`src/shared/scbio_pkg.sv`:
```
// Purpose: Constants for the single channel buffered I/O section.
// Assumes: One channel, 18-bit words, 15-bit memory addresses.
// Notes: Register indexes are word indexes; byte address is index times four.
package scbio_pkg;
    localparam int WORD_W = 18;
    localparam int ADDR_W = 15;
    localparam int DIR_BIT = 17;
    localparam int MON_BIT = 16;
    localparam logic [5:0] CHAN_NUM = 6'h02;
    localparam logic [11:0] CODE_EF = 12'hA0B;
    localparam logic [11:0] CODE_OUT = 12'hA0A;
    localparam logic [11:0] CODE_IN = 12'hA09;
    localparam logic [1:0] T_EF = 2'h0;
    localparam logic [1:0] T_OUT = 2'h1;
    localparam logic [1:0] T_IN = 2'h2;
    localparam logic [1:0] T_EI = 2'h3;
    localparam logic [7:0] IDX_EF_TERM = 8'h14;
    localparam logic [7:0] IDX_EF_CUR = 8'h15;
    localparam logic [7:0] IDX_OUT_TERM = 8'h24;
    localparam logic [7:0] IDX_OUT_CUR = 8'h25;
    localparam logic [7:0] IDX_IN_TERM = 8'h34;
    localparam logic [7:0] IDX_IN_CUR = 8'h35;
    localparam logic [7:0] IDX_LIM_TERM = 8'h40;
    localparam logic [7:0] IDX_LIM_INIT = 8'h41;
    localparam logic [7:0] IDX_CMD = 8'h42;
    localparam logic [7:0] IDX_STATUS = 8'h43;
    localparam logic [14:0] EI_ENTRY = 15'h0040;
    localparam logic [14:0] ONE_ADDR = 15'h0001;
    localparam int ST_ACT = 0;
    localparam int ST_MON = 3;
    localparam int ST_EI = 6;
    typedef enum logic [1:0] {
        S_IDLE = 2'h0,
        S_MOVE = 2'h1,
        S_DRIVE = 2'h3,
        S_HOLD = 2'h2
    } scbio_state_t;
endpackage : scbio_pkg

```
`src/verilog/scbio_core.sv`:
```
// Purpose: Buffered I/O section for one channel in single channel mode.
// Assumes: Memory answers a read with data valid in the cycle after mem_rd.
// Notes: Peripheral lines are asynchronous and pass two flip-flops first.
`timescale 1ns/1ns
`default_nettype none
module scbio_core
    import scbio_pkg::*;
(
    input wire logic ref_clk,
    input wire logic rst_n,
    input wire logic wb_cyc_i,
    input wire logic wb_stb_i,
    input wire logic wb_we_i,
    input wire logic [9:0] wb_adr_i,
    input wire logic [3:0] wb_sel_i,
    input wire logic [31:0] wb_dat_i,
    output logic [31:0] wb_dat_o,
    output logic wb_ack_o,
    input wire logic ext_function_req,
    input wire logic out_req,
    input wire logic input_word_req,
    input wire logic ext_int_req,
    output logic ext_function_ack,
    output logic out_ack,
    output logic input_word_ack,
    output logic ext_int_ack,
    input wire logic [17:0] data_in,
    output logic [17:0] data_out,
    output logic [14:0] mem_addr,
    output logic mem_rd,
    output logic mem_we,
    output logic [17:0] mem_wdata,
    input wire logic [17:0] mem_rdata,
    output logic [2:0] monitor_irq,
    output logic ext_int_flag
);
    logic [3:0] req_m, req_s;
    logic [17:0] din_m, din_s;
    logic [17:0] term [3];
    logic [17:0] cur [3];
    logic [2:0] active;
    logic [17:0] lim_term, lim_init;
    logic [3:0] ack_vec;
    logic [1:0] cur_t;
    logic last, last_mon;
    scbio_state_t state;
    logic wr_hit, start_hit, st_clr;
    logic [7:0] idx;
    logic [1:0] ct;
    logic [3:0] want;
    logic [1:0] gsel;
    logic gval, eq;
    logic [17:0] next_cur;
    logic done_ev;

    // Two stages on every line from the cable; only the second is read.
    always_ff @(posedge ref_clk or negedge rst_n) begin
        if (!rst_n) begin
            req_m <= 4'h0;
            req_s <= 4'h0;
            din_m <= 18'h00000;
            din_s <= 18'h00000;
        end else begin
            req_m <= {ext_int_req, input_word_req, out_req, ext_function_req};
            req_s <= req_m;
            din_m <= data_in;
            din_s <= din_m;
        end
    end

    assign idx = wb_adr_i[9:2];
    // Writes land on the edge where ack is high; ack alternates while a request is held, so a held request writes every other cycle.
    assign wr_hit = wb_cyc_i && wb_stb_i && wb_we_i && wb_ack_o && wb_sel_i[0];
    assign st_clr = wr_hit && idx == IDX_STATUS;

    always_comb begin
        ct = T_EF;
        if (wb_dat_i[17:6] == CODE_OUT) begin
            ct = T_OUT;
        end else if (wb_dat_i[17:6] == CODE_IN) begin
            ct = T_IN;
        end
    end
    assign start_hit = wr_hit && idx == IDX_CMD && wb_dat_i[5:0] == CHAN_NUM
        && (wb_dat_i[17:6] == CODE_EF || wb_dat_i[17:6] == CODE_OUT
        || wb_dat_i[17:6] == CODE_IN);

    // Bus slave: one wait cycle, ack for one cycle, unmapped reads as zero.
    always_ff @(posedge ref_clk or negedge rst_n) begin
        if (!rst_n) begin
            wb_ack_o <= 1'b0;
            wb_dat_o <= 32'h00000000;
            lim_term <= 18'h00000;
            lim_init <= 18'h00000;
        end else begin
            wb_ack_o <= wb_cyc_i && wb_stb_i && !wb_ack_o;
            if (wr_hit && idx == IDX_LIM_TERM) begin
                lim_term <= wb_dat_i[17:0];
            end
            if (wr_hit && idx == IDX_LIM_INIT) begin
                lim_init <= wb_dat_i[17:0];
            end
            unique case (idx)
                IDX_EF_TERM: wb_dat_o <= {14'h0000, term[T_EF]};
                IDX_EF_CUR: wb_dat_o <= {14'h0000, cur[T_EF]};
                IDX_OUT_TERM: wb_dat_o <= {14'h0000, term[T_OUT]};
                IDX_OUT_CUR: wb_dat_o <= {14'h0000, cur[T_OUT]};
                IDX_IN_TERM: wb_dat_o <= {14'h0000, term[T_IN]};
                IDX_IN_CUR: wb_dat_o <= {14'h0000, cur[T_IN]};
                IDX_LIM_TERM: wb_dat_o <= {14'h0000, lim_term};
                IDX_LIM_INIT: wb_dat_o <= {14'h0000, lim_init};
                IDX_STATUS: wb_dat_o <= {25'h0000000, ext_int_flag, monitor_irq, active};
                default: wb_dat_o <= 32'h00000000;
            endcase
        end
    end

    // Fixed order: function, output, input, then external interrupt.
    always_comb begin
        want = {req_s[3], req_s[2:0] & active};
        gval = |want;
        gsel = T_EI;
        if (want[0]) begin
            gsel = T_EF;
        end else if (want[1]) begin
            gsel = T_OUT;
        end else if (want[2]) begin
            gsel = T_IN;
        end
    end
    assign eq = gsel != T_EI && term[gsel] == cur[gsel];
    // Only the fifteen address bits step; the option bits ride along.
    assign next_cur = {cur[gsel][17:15], cur[gsel][DIR_BIT]
        ? cur[gsel][14:0] - ONE_ADDR : cur[gsel][14:0] + ONE_ADDR};
    assign done_ev = state == S_HOLD && ack_vec != 4'h0 && !req_s[cur_t];

    // Control words, active flags and monitor flags.
    always_ff @(posedge ref_clk or negedge rst_n) begin
        if (!rst_n) begin
            active <= 3'h0;
            monitor_irq <= 3'h0;
            ext_int_flag <= 1'b0;
            for (int i = 0; i < 3; i++) begin
                term[i] <= 18'h00000;
                cur[i] <= 18'h00000;
            end
        end else begin
            if (st_clr) begin
                monitor_irq <= monitor_irq & ~wb_dat_i[ST_MON+2:ST_MON];
                ext_int_flag <= ext_int_flag & ~wb_dat_i[ST_EI];
            end
            if (state == S_IDLE && gval && gsel != T_EI) begin
                if (eq) begin
                    active[gsel] <= 1'b0;
                end
                if (eq && gsel != T_IN) begin
                    if (cur[gsel][MON_BIT]) begin
                        monitor_irq[gsel] <= 1'b1;
                    end
                end else begin
                    cur[gsel] <= next_cur;
                end
            end
            if (done_ev && cur_t == T_EI) begin
                ext_int_flag <= 1'b1;
            end
            if (done_ev && last && last_mon) begin
                monitor_irq[T_IN] <= 1'b1;
            end
            if (start_hit) begin
                active[ct] <= 1'b1;
                term[ct] <= lim_term;
                cur[ct] <= lim_init;
            end
        end
    end

    // Transfer sequence: issue memory access, drive or store, then handshake.
    always_ff @(posedge ref_clk or negedge rst_n) begin
        if (!rst_n) begin
            state <= S_IDLE;
            cur_t <= T_EF;
            last <= 1'b0;
            last_mon <= 1'b0;
            mem_addr <= 15'h0000;
            mem_rd <= 1'b0;
            mem_we <= 1'b0;
            mem_wdata <= 18'h00000;
            data_out <= 18'h00000;
            ack_vec <= 4'h0;
        end else begin
            unique case (state)
                S_IDLE: begin
                    if (gval && !(eq && gsel != T_IN)) begin
                        cur_t <= gsel;
                        last <= eq;
                        last_mon <= cur[gsel][MON_BIT];
                        state <= S_MOVE;
                        if (gsel == T_EI) begin
                            mem_addr <= EI_ENTRY + ONE_ADDR;
                            mem_wdata <= din_s;
                            mem_we <= 1'b1;
                        end else if (gsel == T_IN) begin
                            mem_addr <= cur[gsel][14:0];
                            mem_wdata <= din_s;
                            mem_we <= 1'b1;
                        end else begin
                            mem_addr <= cur[gsel][14:0];
                            mem_rd <= 1'b1;
                        end
                    end
                end
                S_MOVE: begin
                    mem_rd <= 1'b0;
                    mem_we <= 1'b0;
                    state <= S_DRIVE;
                end
                S_DRIVE: begin
                    if (cur_t == T_EF || cur_t == T_OUT) begin
                        data_out <= mem_rdata;
                    end
                    state <= S_HOLD;
                end
                S_HOLD: begin
                    // Acknowledge a cycle after the word is on the lines.
                    if (ack_vec == 4'h0) begin
                        ack_vec[cur_t] <= 1'b1;
                    end else if (!req_s[cur_t]) begin
                        ack_vec <= 4'h0;
                        last <= 1'b0;
                        state <= S_IDLE;
                    end
                end
            endcase
        end
    end
    assign ext_function_ack = ack_vec[0];
    assign out_ack = ack_vec[1];
    assign input_word_ack = ack_vec[2];
    assign ext_int_ack = ack_vec[3];
endmodule : scbio_core
`default_nettype wire

```
`config.mk`:
```
export PLATFORM = sky130hd
export DESIGN_NAME = scbio_core
export DESIGN_NICKNAME = d
export VERILOG_FILES = /design/src/shared/scbio_pkg.sv /design/src/verilog/scbio_core.sv
export SDC_FILE = /design/constraint.sdc
export NUM_CORES = 1
export LEC_CHECK = 0
export ABC_AREA = 1
export BUFFER_PORTS_ARGS = -buffer_cell sky130_fd_sc_hd__buf_2
export CAP_MARGIN = 0
export CORE_MARGIN = 8
export CORE_UTILIZATION = 43
export CTS_CLUSTER_SIZE = 30
export DETAILED_ROUTE_END_ITERATION = 16
export PLACE_DENSITY = 0.63
export REMOVE_ABC_BUFFERS = 1
export SETUP_SLACK_MARGIN = 0.02
export SLEW_MARGIN = 0
export SYNTH_ARGS = -nofsm -noshare
export SYNTH_HDL_FRONTEND = slang
export SYNTH_SLANG_ARGS = --single-unit
export TNS_END_PERCENT = 50
```
`constraint.sdc`:
```
create_clock -name ref_clk -period 4.2 [get_ports ref_clk]
set_input_delay 0.21 -clock ref_clk [delete_from_list [all_inputs] [get_ports ref_clk]]
set_output_delay 0.21 -clock ref_clk [all_outputs]
set_load 0.02 [all_outputs]
```
; Word level (Yosys, flattened, before mapping)
; Cells that the tools add are included.
[totals]
latch_bits = 0
romBits = 0
n_memories = 0
in_bits = 91
regBits = 291
ram_bits = 0
word_cells = 193
[op_classes]
addsub = 2
n_mul = 0
order_cmp = 10
mux = 62
n_reduce_logical = 49
n_bitwise = 12
eq_ne = 31
div = 0
shifts = 0
[ops]
columns = cell, n
row1 = bitwise mux 54 bit, 3
row2 = two-way mux 54 bit, 3
row3 = case mux 18 bit (9 select lines), 1
row4 = two-way mux 18 bit, 8
row5 = binary-select mux 18 bit (select 2 bit), 2
row6 = demux 18 bit (select 2 bit), 2
row7 = == test 12 bit (second input constant), 3
row8 = == test 8 x 6 -> 1 bit (second input constant), 4
row9 = == test 8 x 7 -> 1 bit (second input constant), 4
row10 = two-way mux 15 bit, 2
row11 = logical AND 1 bit, 26
row12 = two-way mux 3 bit, 7
row13 = == test 18 bit, 1
row14 = two-way mux 1 bit, 17
row15 = == test 8 x 5 -> 1 bit (second input constant), 2
row16 = adder 15 x 1 -> 15 bit (second input constant), 1
row17 = subtractor 15 x 1 -> 15 bit (second input constant), 1
row18 = two-way mux 2 bit, 7
row19 = != test 2 bit (second input constant), 7
row20 = == test 2 bit (second input constant), 5
row21 = AND 3 bit, 3
row22 = < comparator 2 x 3 -> 1 bit (second input constant), 3
row23 = AND reduction 3 bit, 3
row24 = two-way mux 4 bit, 2
row25 = other kinds (26), 49

; Depth between registers and ports, before layout
; Gate-level depths: netlist of run 1.
[depth]
ltp_word = 15
mapped_depth = 22

; Worst setup path after synthesis of run 1
; OpenSTA, ideal clock, no wires.
[synth_path]
kind = reg2reg
startpoint = reg active[2]
endpoint = reg cur[14] (netlist bit)
t_arrival_ps = 2348
stages_incl_launch_ff = 17
slack_ps = 1775
setup_time_ps = 77
t_required_ps = 4123
cell_sequence = dfrtp_1 > nand2_2 > inv_2 > nand2_1 > nand3_1 > nand2_2 > nand2_2 > buf_6 > ha_1 > a21oi_1 > inv_1 > a21oi_1 > o211a_1 > nand2_1 > nand2_1 > nand3_1 > a21oi_1
[synth_between]
elab_chain_cells = 15
[synth_lines]
columns = item, line
row1 = "start, declared", scbio_core.sv:41  ; logic [2:0] active;
row2 = "start signal, assigned", scbio_core.sv:140  ; active <= 3'h0;
row3 = "start signal, assigned by index", scbio_core.sv:154  ; active[gsel] <= 1'b0;
row4 = "start signal, assigned by index", scbio_core.sv:171  ; active[ct] <= 1'b1;
row5 = AND 3 bit (*), scbio_core.sv:120  ; want = {req_s[3], req_s[2:0] & active};
row6 = two-way mux 1 bit, scbio_core.sv:127  ; end else if (want[2]) begin
row7 = two-way mux 2 bit, scbio_core.sv:125  ; end else if (want[1]) begin
row8 = two-way mux 2 bit, scbio_core.sv:123  ; if (want[0]) begin
row9 = inverter 2 -> 3 bit (implied by the code), n/a
row10 = binary-select mux 18 bit (select 2 bit) (on tied branches), "scbio_core.sv:131, scbio_core.sv:133, scbio_core.sv:134"
row11 = two-way mux 18 bit (on tied branches) (2 in series), "scbio_core.sv:134, scbio_core.sv:131"
row12 = adder 15 x 1 -> 15 bit (tied with other cells), scbio_core.sv:134  ; ? cur[gsel][14:0] - ONE_ADDR : cur[gsel][14:0] + ONE_ADDR};
row13 = two-way mux 15 bit or logical AND 1 bit (tied branches), "scbio_core.sv:134, scbio_core.sv:131"
row14 = bitwise mux 54 bit or logical AND 1 bit (tied branches), "scbio_core.sv:161, scbio_core.sv:156"
row15 = two-way mux 54 bit, scbio_core.sv:156  ; if (eq && gsel != T_IN) begin
row16 = two-way mux 54 bit (*), scbio_core.sv:152  ; if (state == S_IDLE && gval && gsel != T_EI) begin
row17 = bitwise mux 54 bit, scbio_core.sv:173  ; cur[ct] <= lim_init;
row18 = two-way mux 54 bit (*), scbio_core.sv:170  ; if (start_hit) begin
row19 = "end signal, assigned by index", scbio_core.sv:161  ; cur[gsel] <= next_cur;
row20 = "end signal, assigned by index", scbio_core.sv:173
row21 = "end, declared", scbio_core.sv:40  ; logic [17:0] cur [3];
; Every way passes the cells marked *; elsewhere a longest branch is shown, timed or not. The select of a mux whose other input is x is not followed.
; A chain may end at the register's enable or synchronous reset.

; Worst setup path after layout of run 1
[layout_path]
startpoint = reg active[0]
endpoint = reg cur[22] (netlist bit)
[layout_between]
elab_chain_cells = 13
[layout_lines]
columns = item, line
row1 = AND 3 bit (*), scbio_core.sv:120
row2 = two-way mux 2 bit, scbio_core.sv:123
row3 = inverter 2 -> 3 bit (implied by the code), n/a
row4 = binary-select mux 18 bit (select 2 bit) (on tied branches), "scbio_core.sv:131, scbio_core.sv:133, scbio_core.sv:134"
row5 = two-way mux 18 bit (on tied branches) (2 in series), "scbio_core.sv:134, scbio_core.sv:131"
row6 = adder 15 x 1 -> 15 bit (tied with other cells), scbio_core.sv:134
row7 = two-way mux 15 bit or logical AND 1 bit (tied branches), "scbio_core.sv:134, scbio_core.sv:131"
row8 = bitwise mux 54 bit or logical AND 1 bit (tied branches), "scbio_core.sv:161, scbio_core.sv:156"
row9 = two-way mux 54 bit, scbio_core.sv:156
row10 = two-way mux 54 bit (*), scbio_core.sv:152
row11 = bitwise mux 54 bit, scbio_core.sv:173
row12 = two-way mux 54 bit (*), scbio_core.sv:170
; Marked as above.

==> impl_metrics.toml, run 1 <==
[outcome]
outcome = "finished clean"

[synth]
synth_top_cell_area_share_pct = 50.90
synthCells = 1696
syn_avg_cell_area_um2 = 8.030
yosysTopAreaCell = "dfrtp_1"
ys_ff_latch = 277
synth.area.top_cells = "dfrtp_1 (51%), nand2_1 (12%), o21ai_0 (5.4%)"
synthTopCellsByCount = "nand2_1 (433), dfrtp_1 (277), inv_1 (194)"
synth_edf_count = 0
synth_seq_area_share_pct = 50.90
synthFlopType = "dfrtp_1"
synth.most_common_cell = "nand2_1"
netlist_area_um2 = 13620
ys_warn_count = 0
async_flop_share_pct = 100.0
synth_cell_types = 48

[floorplan]
die_area_um2 = 37620
rows = 65
io-pin-count = 185
fp.dieH_um = 194.0
coreArea_um2 = 31390
die_x_um = 194.0
start_util_pct = 43.38

[worst_hold_path]
holdCritStartpoint = "wb_dat_i[6]"
hold_class = "in2reg"

[timing]
tightest_slew_ns = 1.181
finalMaxSlewViolations = 0
holdWs_ns = 0.05334
finalCritPeriodShare_pct = 78.85
finalHoldViolations = 0
tns_ns = 0
fmax_ghz = 0.3019
min_period_ns = 3.312
max_slew_margin_pct = 20.82
rsz0062_at_grt = "no"
skew_ns = 0.009536
finalSetupViolCount = 0

[route]
routed_via_density = 5.356
drt_iter0_drc = 1326
final_antenna_net_count = 0
wl_um = 43660
dr.pass1.iters = 5
drc = 0
via_count = 12490
wl_per_cell_um = 18.72

[clock_tree]
cts_buffers = 30
cts_resized = 0
clock_sinks = 277
clk_latency_ns = 0.57
cts_buffer_depth = 3
clockRootBuffer = "clkbuf_16"
cts.clk_slew.worst_paths_ns = 0.06
cts_tree = "built"
htreeDepth = 1
post_cts_buffers = 0

[global_route]
overflow = 0
grt_max_degree = 123
grt_usage_pct = 22.92
grt_pass1_wl_um = 69190
grt_pass1_vias = 12280
antenna_found_initial = 0

[power_and_ir_drop]
leakage_nw = 8.278
power_mw = 9.109
power.density_nw_per_um2 = 555.2
ir_worst_vdd_v = 0.0004233

[final_layout]
num-fill-cells = 2966
fin_nets = 2008
drive_gt1_share_pct = 15.18
instances_no_fill = 2332
syn_to_final_growth_pct = 20.46
final_area_um2 = 16410
num_antenna_cells = 0

[critical_path]
arrival_ns = 3.77
end_kind = "flop"
slowest_stage = "dfrtp_1"
cp-startpoint = "active[0]$_DFF_PN0_"
r2r-start = "active[0]$_DFF_PN0_"
path_cells = "nand2_4, nand2_4, nor2_8, nand2_2, nand2_2, inv_1, nand2_1, and2_1, ha_1, inv_1, nand2_1, nand3_1, nand2_2, xor2_1, inv_1, nand2_1, nand3_1, o21ai_1, inv_1"
cp-start-kind = "flop"
required_ns = 4.66
crit_family = "simple AND/OR/NAND/NOR gates"
critPathBufInv = 4
crit_path_frequent_cell = "inv_1"
criticalPathCategory = "reg2reg"
cp_max_fo = 22
cp_slowest_stage_delay_ns = 0.45

[placed_design]
placed_area_um2 = 14820
place_hpwl_um = 29750
gp_congestion = 0.9520
portBuffers = 151
dp.cells = 2218

[flow_run]
drv_cap = 0
-- power breakdown --
group,switching (mW),total (mW),internal (mW)
Clock,1.09,2.65,1.56
Sequential,0.321,3.53,3.21
Combinational,1.92,2.94,1.02
Total,3.33,9.11,5.78
-- routing by layer --
metal	part of all wire, %	vias to the layer above	track usage, %
met3	9.8	87	4.703
met5	0	-	0
met2	44	562	35.94
met1	43	5921	31.54
met4	2.9	0	7.129
li1	-	5921	-
-- state kept, by name, summed over array words and instances, names as in the netlist, 2 cells and up --
name and flops:
req_m 4, mem_addr 15, cur 54, monitor_irq 3, term 54, lim_term 18, ack_vec 4, din_s 18
cur_t 2, mem_wdata 18, din_m 18, lim_init 18, data_out 18, wb_dat_o 18, state 2, active 3
req_s 4
-- worst reg2reg max path: cells and delay by family, from the launching register on --
kind / cells / cell delay, ns
AO/OA/AOI/OAI: 1 / 0.09
XOR/XNOR: 1 / 0.30
adder cells (fa/ha/maj): 1 / 0.14
buffers and inverters: 4 / 0.37
flip-flops: 1 / 0.45
AND/OR/NAND/NOR: 12 / 1.84
-- repair_timing --
| action | 4_1_cts | 5_1_grt |
|---|---|---|
| hold endpoints to repair | 191 | 0 |
| hold buffers | 59 | 0 |
| setup endpoints to repair | 0 | 0 |
-- cells in the final DEF (no fill, tap or decap), drive strengths merged, types with 42 or more instances in the layout --
master / netlist / final
a21oi: 87 / 87
dfrtp: 277 / 277
buf: 33 / 184
nand3: 129 / 129
inv: 201 / 201
o21ai: 169 / 169
clkbuf: 44 / 42
nor2: 159 / 159
dlygate4sd3: 0 / 59
nand2: 447 / 447
-- metrics by stage --
stage	utilization, %	worst slack, ns
after floorplan	-	1.246
after global placement	47.20	1.028
after detailed placement	47.20	0.9979
after CTS	52.26	0.9522
after global routing	52.26	0.6135
final	52.26	0.8881
-- area by class of cell --
class	count	area, um^2	share of cell area [%]
Clock buffer	42	865.8	5.278
Clock inverter	13	132.6	0.8084
Inverter	204	765.7	4.667
Multi-Input combinational cell	1151	5565	33.92
Sequential cell	277	6932	42.25
Tap cell	402	503.0	3.066
Timing Repair Buffer	243	1642	10.01
-- path summary, 6_finish.rpt --
kind | endpoint | slack (ns) | cells after the start
setup / recovery | cur[22]$_DFF_PN0_ | 0.89 | 19
hold / removal | lim_init[6]$_DFFE_PN0P_ | 0.05 | 3
setup reg to reg | cur[22]$_DFF_PN0_ | 0.89 | 19
hold reg to reg | req_s[2]$_DFF_PN0_ | 0.34 | 0
max in group asynchronous | cur[47]$_DFF_PN0_ | 2.86 | 3
min in group asynchronous | din_m[4]$_DFF_PN0_ | 0.33 | 2
-- cell families after synthesis --
group / after synthesis / synth area share (%)
AND/OR/NAND/NOR: 776 / 24.21
multiplexers: 18 / 1.488
flip-flops: 277 / 50.90
adder cells (fa/ha/maj): 10 / 0.9187
AO/OA/AOI/OAI: 325 / 13.23
buffers and inverters: 281 / 8.718
other: 1 / 0.02753
XOR/XNOR: 8 / 0.5145
No activity file was read; power rests on OpenSTA's default activity.
==> run 2, diff against run 1 <==
--- a/config.mk
+++ b/config.mk
@@ -5,7 +5,7 @@
 export SDC_FILE = /design/constraint.sdc
 export NUM_CORES = 1
 export LEC_CHECK = 0
-export ABC_AREA = 1
+export ABC_AREA = 0
 export BUFFER_PORTS_ARGS = -buffer_cell sky130_fd_sc_hd__buf_2
 export CAP_MARGIN = 0
 export CORE_MARGIN = 8
==> constraint.sdc (replaced) <==
create_clock -name ref_clk -period 3.2 [get_ports ref_clk]
set_input_delay 0.16 -clock ref_clk [delete_from_list [all_inputs] [get_ports ref_clk]]
set_output_delay 0.16 -clock ref_clk [all_outputs]
set_load 0.02 [all_outputs]
==> run 2 against run 1 <==
Against the previous run: the run now ends with negative setup slack left; die area shrank 0.54%; count of clock-buffer cells in the layout is 1 higher; via count fell by 2.2%; utilization grew 6.1 points; synthesized area decreased by 0.58%; cell area rose by 11%; first-iteration DRC count increased by 8.8%; cell count down 10%; synthesized cell count fell by 23%; highest routed layer unchanged; setup slack got worse by 0.95 ns; wire length is 7.9% higher; critical endpoint is now cur[39]$_DFF_PN0_; non-clock buffer count rose by 158.
==> impl_metrics.toml, run 2 <==
[floorplan]
coreArea_um2 = 31310
die_x_um = 193.5
rows = 65
fp.dieH_um = 193.5
start_util_pct = 43.24
io-pin-count = 185
die_area_um2 = 37420

[clock_tree]
cts_buffer_depth = 3
clockRootBuffer = "clkbuf_16"
cts.clk_slew.worst_paths_ns = 0.06
clk_latency_ns = 0.58
htreeDepth = 1
clock_sinks = 277
cts_buffers = 30
cts_tree = "built"

[timing]
max_slew_margin_pct = 39.79
holdWs_ns = 0.1795
fmax_ghz = 0.3062
min_period_ns = 3.266
tightest_slew_ns = 0.9006
tns_ns = -0.1939
finalMaxSlewViolations = 0
finalSetupViolCount = 4
layout_setup_ws_ns = -0.06592
finalHoldViolations = 0
skew_ns = 0.01360
rsz0062_at_grt = "yes"
finalCritPeriodShare_pct = 102.1

[global_route]
grt_max_degree = 84
overflow = 0
grt_pass1_vias = 12260
grt_pass1_wl_um = 72430
antenna_found_initial = 0
grt_usage_pct = 24.19

[power_and_ir_drop]
ir_worst_vdd_v = 0.0004709
power_frac_seq_pct = 36.1
internal-power_mw = 8.386
combPwrFrac_pct = 34.9
power.density_nw_per_um2 = 698.8
clkPwrFrac_pct = 29.0
switching_share_pct = 34.30
switchingPower_mw = 4.377
leakage_nw = 8.869

[placed_design]
gp_congestion = 0.9611
dp.cells = 1950
pre_cts_ws_ns = -0.3106
place_hpwl_um = 32440
portBuffers = 151

[final_layout]
final_common_cell = "dfrtp_1"
final_cell_mix = "dfrtp_1 (275), nand2_1 (254), buf_2 (150), buf_4 (149), mux2_2 (88)"
drive_gt1_share_pct = 35.12
num_antenna_cells = 0
multi_input_area_um2 = 6669
largest_registers = "cur (54), term (54)"
instances_no_fill = 2099
syn_to_final_growth_pct = 34.89
num-fill-cells = 2658
seqCellArea_um2 = 6934
fin_nets = 1775

[flow_run]
drv_cap = 0

[outcome]
failed_checks = "negative setup slack"
outcome = "finished, violations left"

[critical_path]
arrival_ns = 3.73
criticalPathCategory = "reg2reg"
required_ns = 3.66
end_kind = "flop"
cp_max_fo = 5
cp-start-kind = "flop"

[synth]
async_flop_share_pct = 100.0
synth_edf_count = 0
yosysTopAreaCell = "dfrtp_1"
synthTopCellsByCount = "dfrtp_1 (277), nand2_1 (262), mux2_2 (100)"
synth.most_common_cell = "dfrtp_1"
netlist_area_um2 = 13540
synthFlopType = "dfrtp_1"
ys_warn_count = 0
synth_cell_types = 86
syn_avg_cell_area_um2 = 10.34
synthCells = 1310
synth.area.top_cells = "dfrtp_1 (51%), mux2_2 (8.3%), nand2_1 (7.3%)"
ys_ff_latch = 277
synth_top_cell_area_share_pct = 51.19
synth_seq_area_share_pct = 51.19

[route]
drt_iter0_drc = 1443
wl_per_cell_um = 22.44
final_antenna_net_count = 0
routed_via_density = 5.817
via_count = 12210
wl_um = 47110
drc = 0
dr.pass1.iters = 6

[worst_hold_path]
hold_class = "in2async"
-- run 2: cell types whose count changed after synthesis, moves of 36 or more --
| cell | delta |
|---|---|
| inv_1 | -177 |
| nand2_1 | -171 |
| o21ai_0 | -114 |
| mux2_2 | +82 |
| nor2_1 | -77 |
| nand3_1 | -75 |
| a21oi_1 | -45 |
| and3_1 | +36 |
-- run 2: worst paths after layout --
| kind | startpoint | slack [ns] | end | cells past startpoint |
|---|---|---|---|---|
| setup reg to reg | active[0]$_DFF_PN0_ | -0.07 | cur[39]$_DFF_PN0_ | 14 |
| hold / removal | rst_n | 0.18 | lim_init[8]$_DFFE_PN0P_ | 2 |
| min in group ref_clk | data_in[0] | 0.23 | din_m[0]$_DFF_PN0_ | 2 |
| setup / recovery | active[0]$_DFF_PN0_ | -0.07 | cur[39]$_DFF_PN0_ | 14 |
| hold reg to reg | din_m[1]$_DFF_PN0_ | 0.34 | din_s[1]$_DFF_PN0_ | 0 |
| max in group asynchronous | rst_n | 1.92 | din_m[5]$_DFF_PN0_ | 3 |
-- run 2: timing repair --
item	4_1_cts	5_1_grt
setup buffers	18	19
cloned	0	0
hold endpoints to repair	158	0
hold buffers	61	0
resized for setup	54	99
setup endpoints to repair	54	63
pin swaps	23	34
-- run 2: metrics by stage --
stage	total power, mW	instance area (um^2)	utilization, %
floorplan	6.786	13130	-
global placement	8.392	15630	49.91
detailed placement	8.473	15630	49.91
CTS	12.44	17700	56.52
global route	13.32	18270	58.33
finish	12.76	18270	58.33
-- run 2: routing by layer --
layer	vias to the layer above	part of all wire [%]	global-route usage, %
li1	5436	-	-
met1	6019	40	32.52
met2	648	47	39.51
met3	107	9.5	4.495
met4	0	2.6	6.956
met5	-	0	0
-- run 2: final cells by class --
cell class                      instances  area share, %
Clock buffer                           43          4.816
Clock inverter                         12          1.048
Inverter                               18         0.3973
Multi-Input combinational cell        946          36.51
Sequential cell                       277          37.96
Tap cell                              402          2.754
Timing Repair Buffer                  401          16.51
-- run 2: logic make-up (layout without fill, tap and decap cells) --
family	after synthesis	count (layout)	share of synthesized area, %
DFF	277	277	51.19
xor gates and xnor gates	16	16	1.035
AOI/OAI and AO/OA	258	258	14.07
and+or+nand+nor	511	511	17.60
adders and majority gates	10	10	0.9240
muxes	137	137	11.24
buffers and inverters	100	474	3.909
other	1	14	0.02769
-- run 2: power groups by stage --
stage	combinational [mW]	clock (mW)	sequential, mW
6_report	4.46	3.70	4.61
5_1_grt	4.74	3.89	4.69
4_1_cts	4.10	3.77	4.58
3_5_place_dp	3.85	0	4.63
3_3_place_gp	3.78	0	4.61
2_1_floorplan	1.82	0	4.97
-- run 2: critical path: stages (launching register included) --
cell and delay, ns:
dfrtp_2 0.46, buf_6 0.14, buf_6 0.11, and3_4 0.18
a31o_4 0.21, o32ai_2 0.24, buf_4 0.16, o32ai_4 0.11
a2111oi_4 0.31, nand4_1 0.19, buf_6 0.19, nand3_4 0.15
buf_4 0.15, mux2_4 0.29, mux2_4 0.25
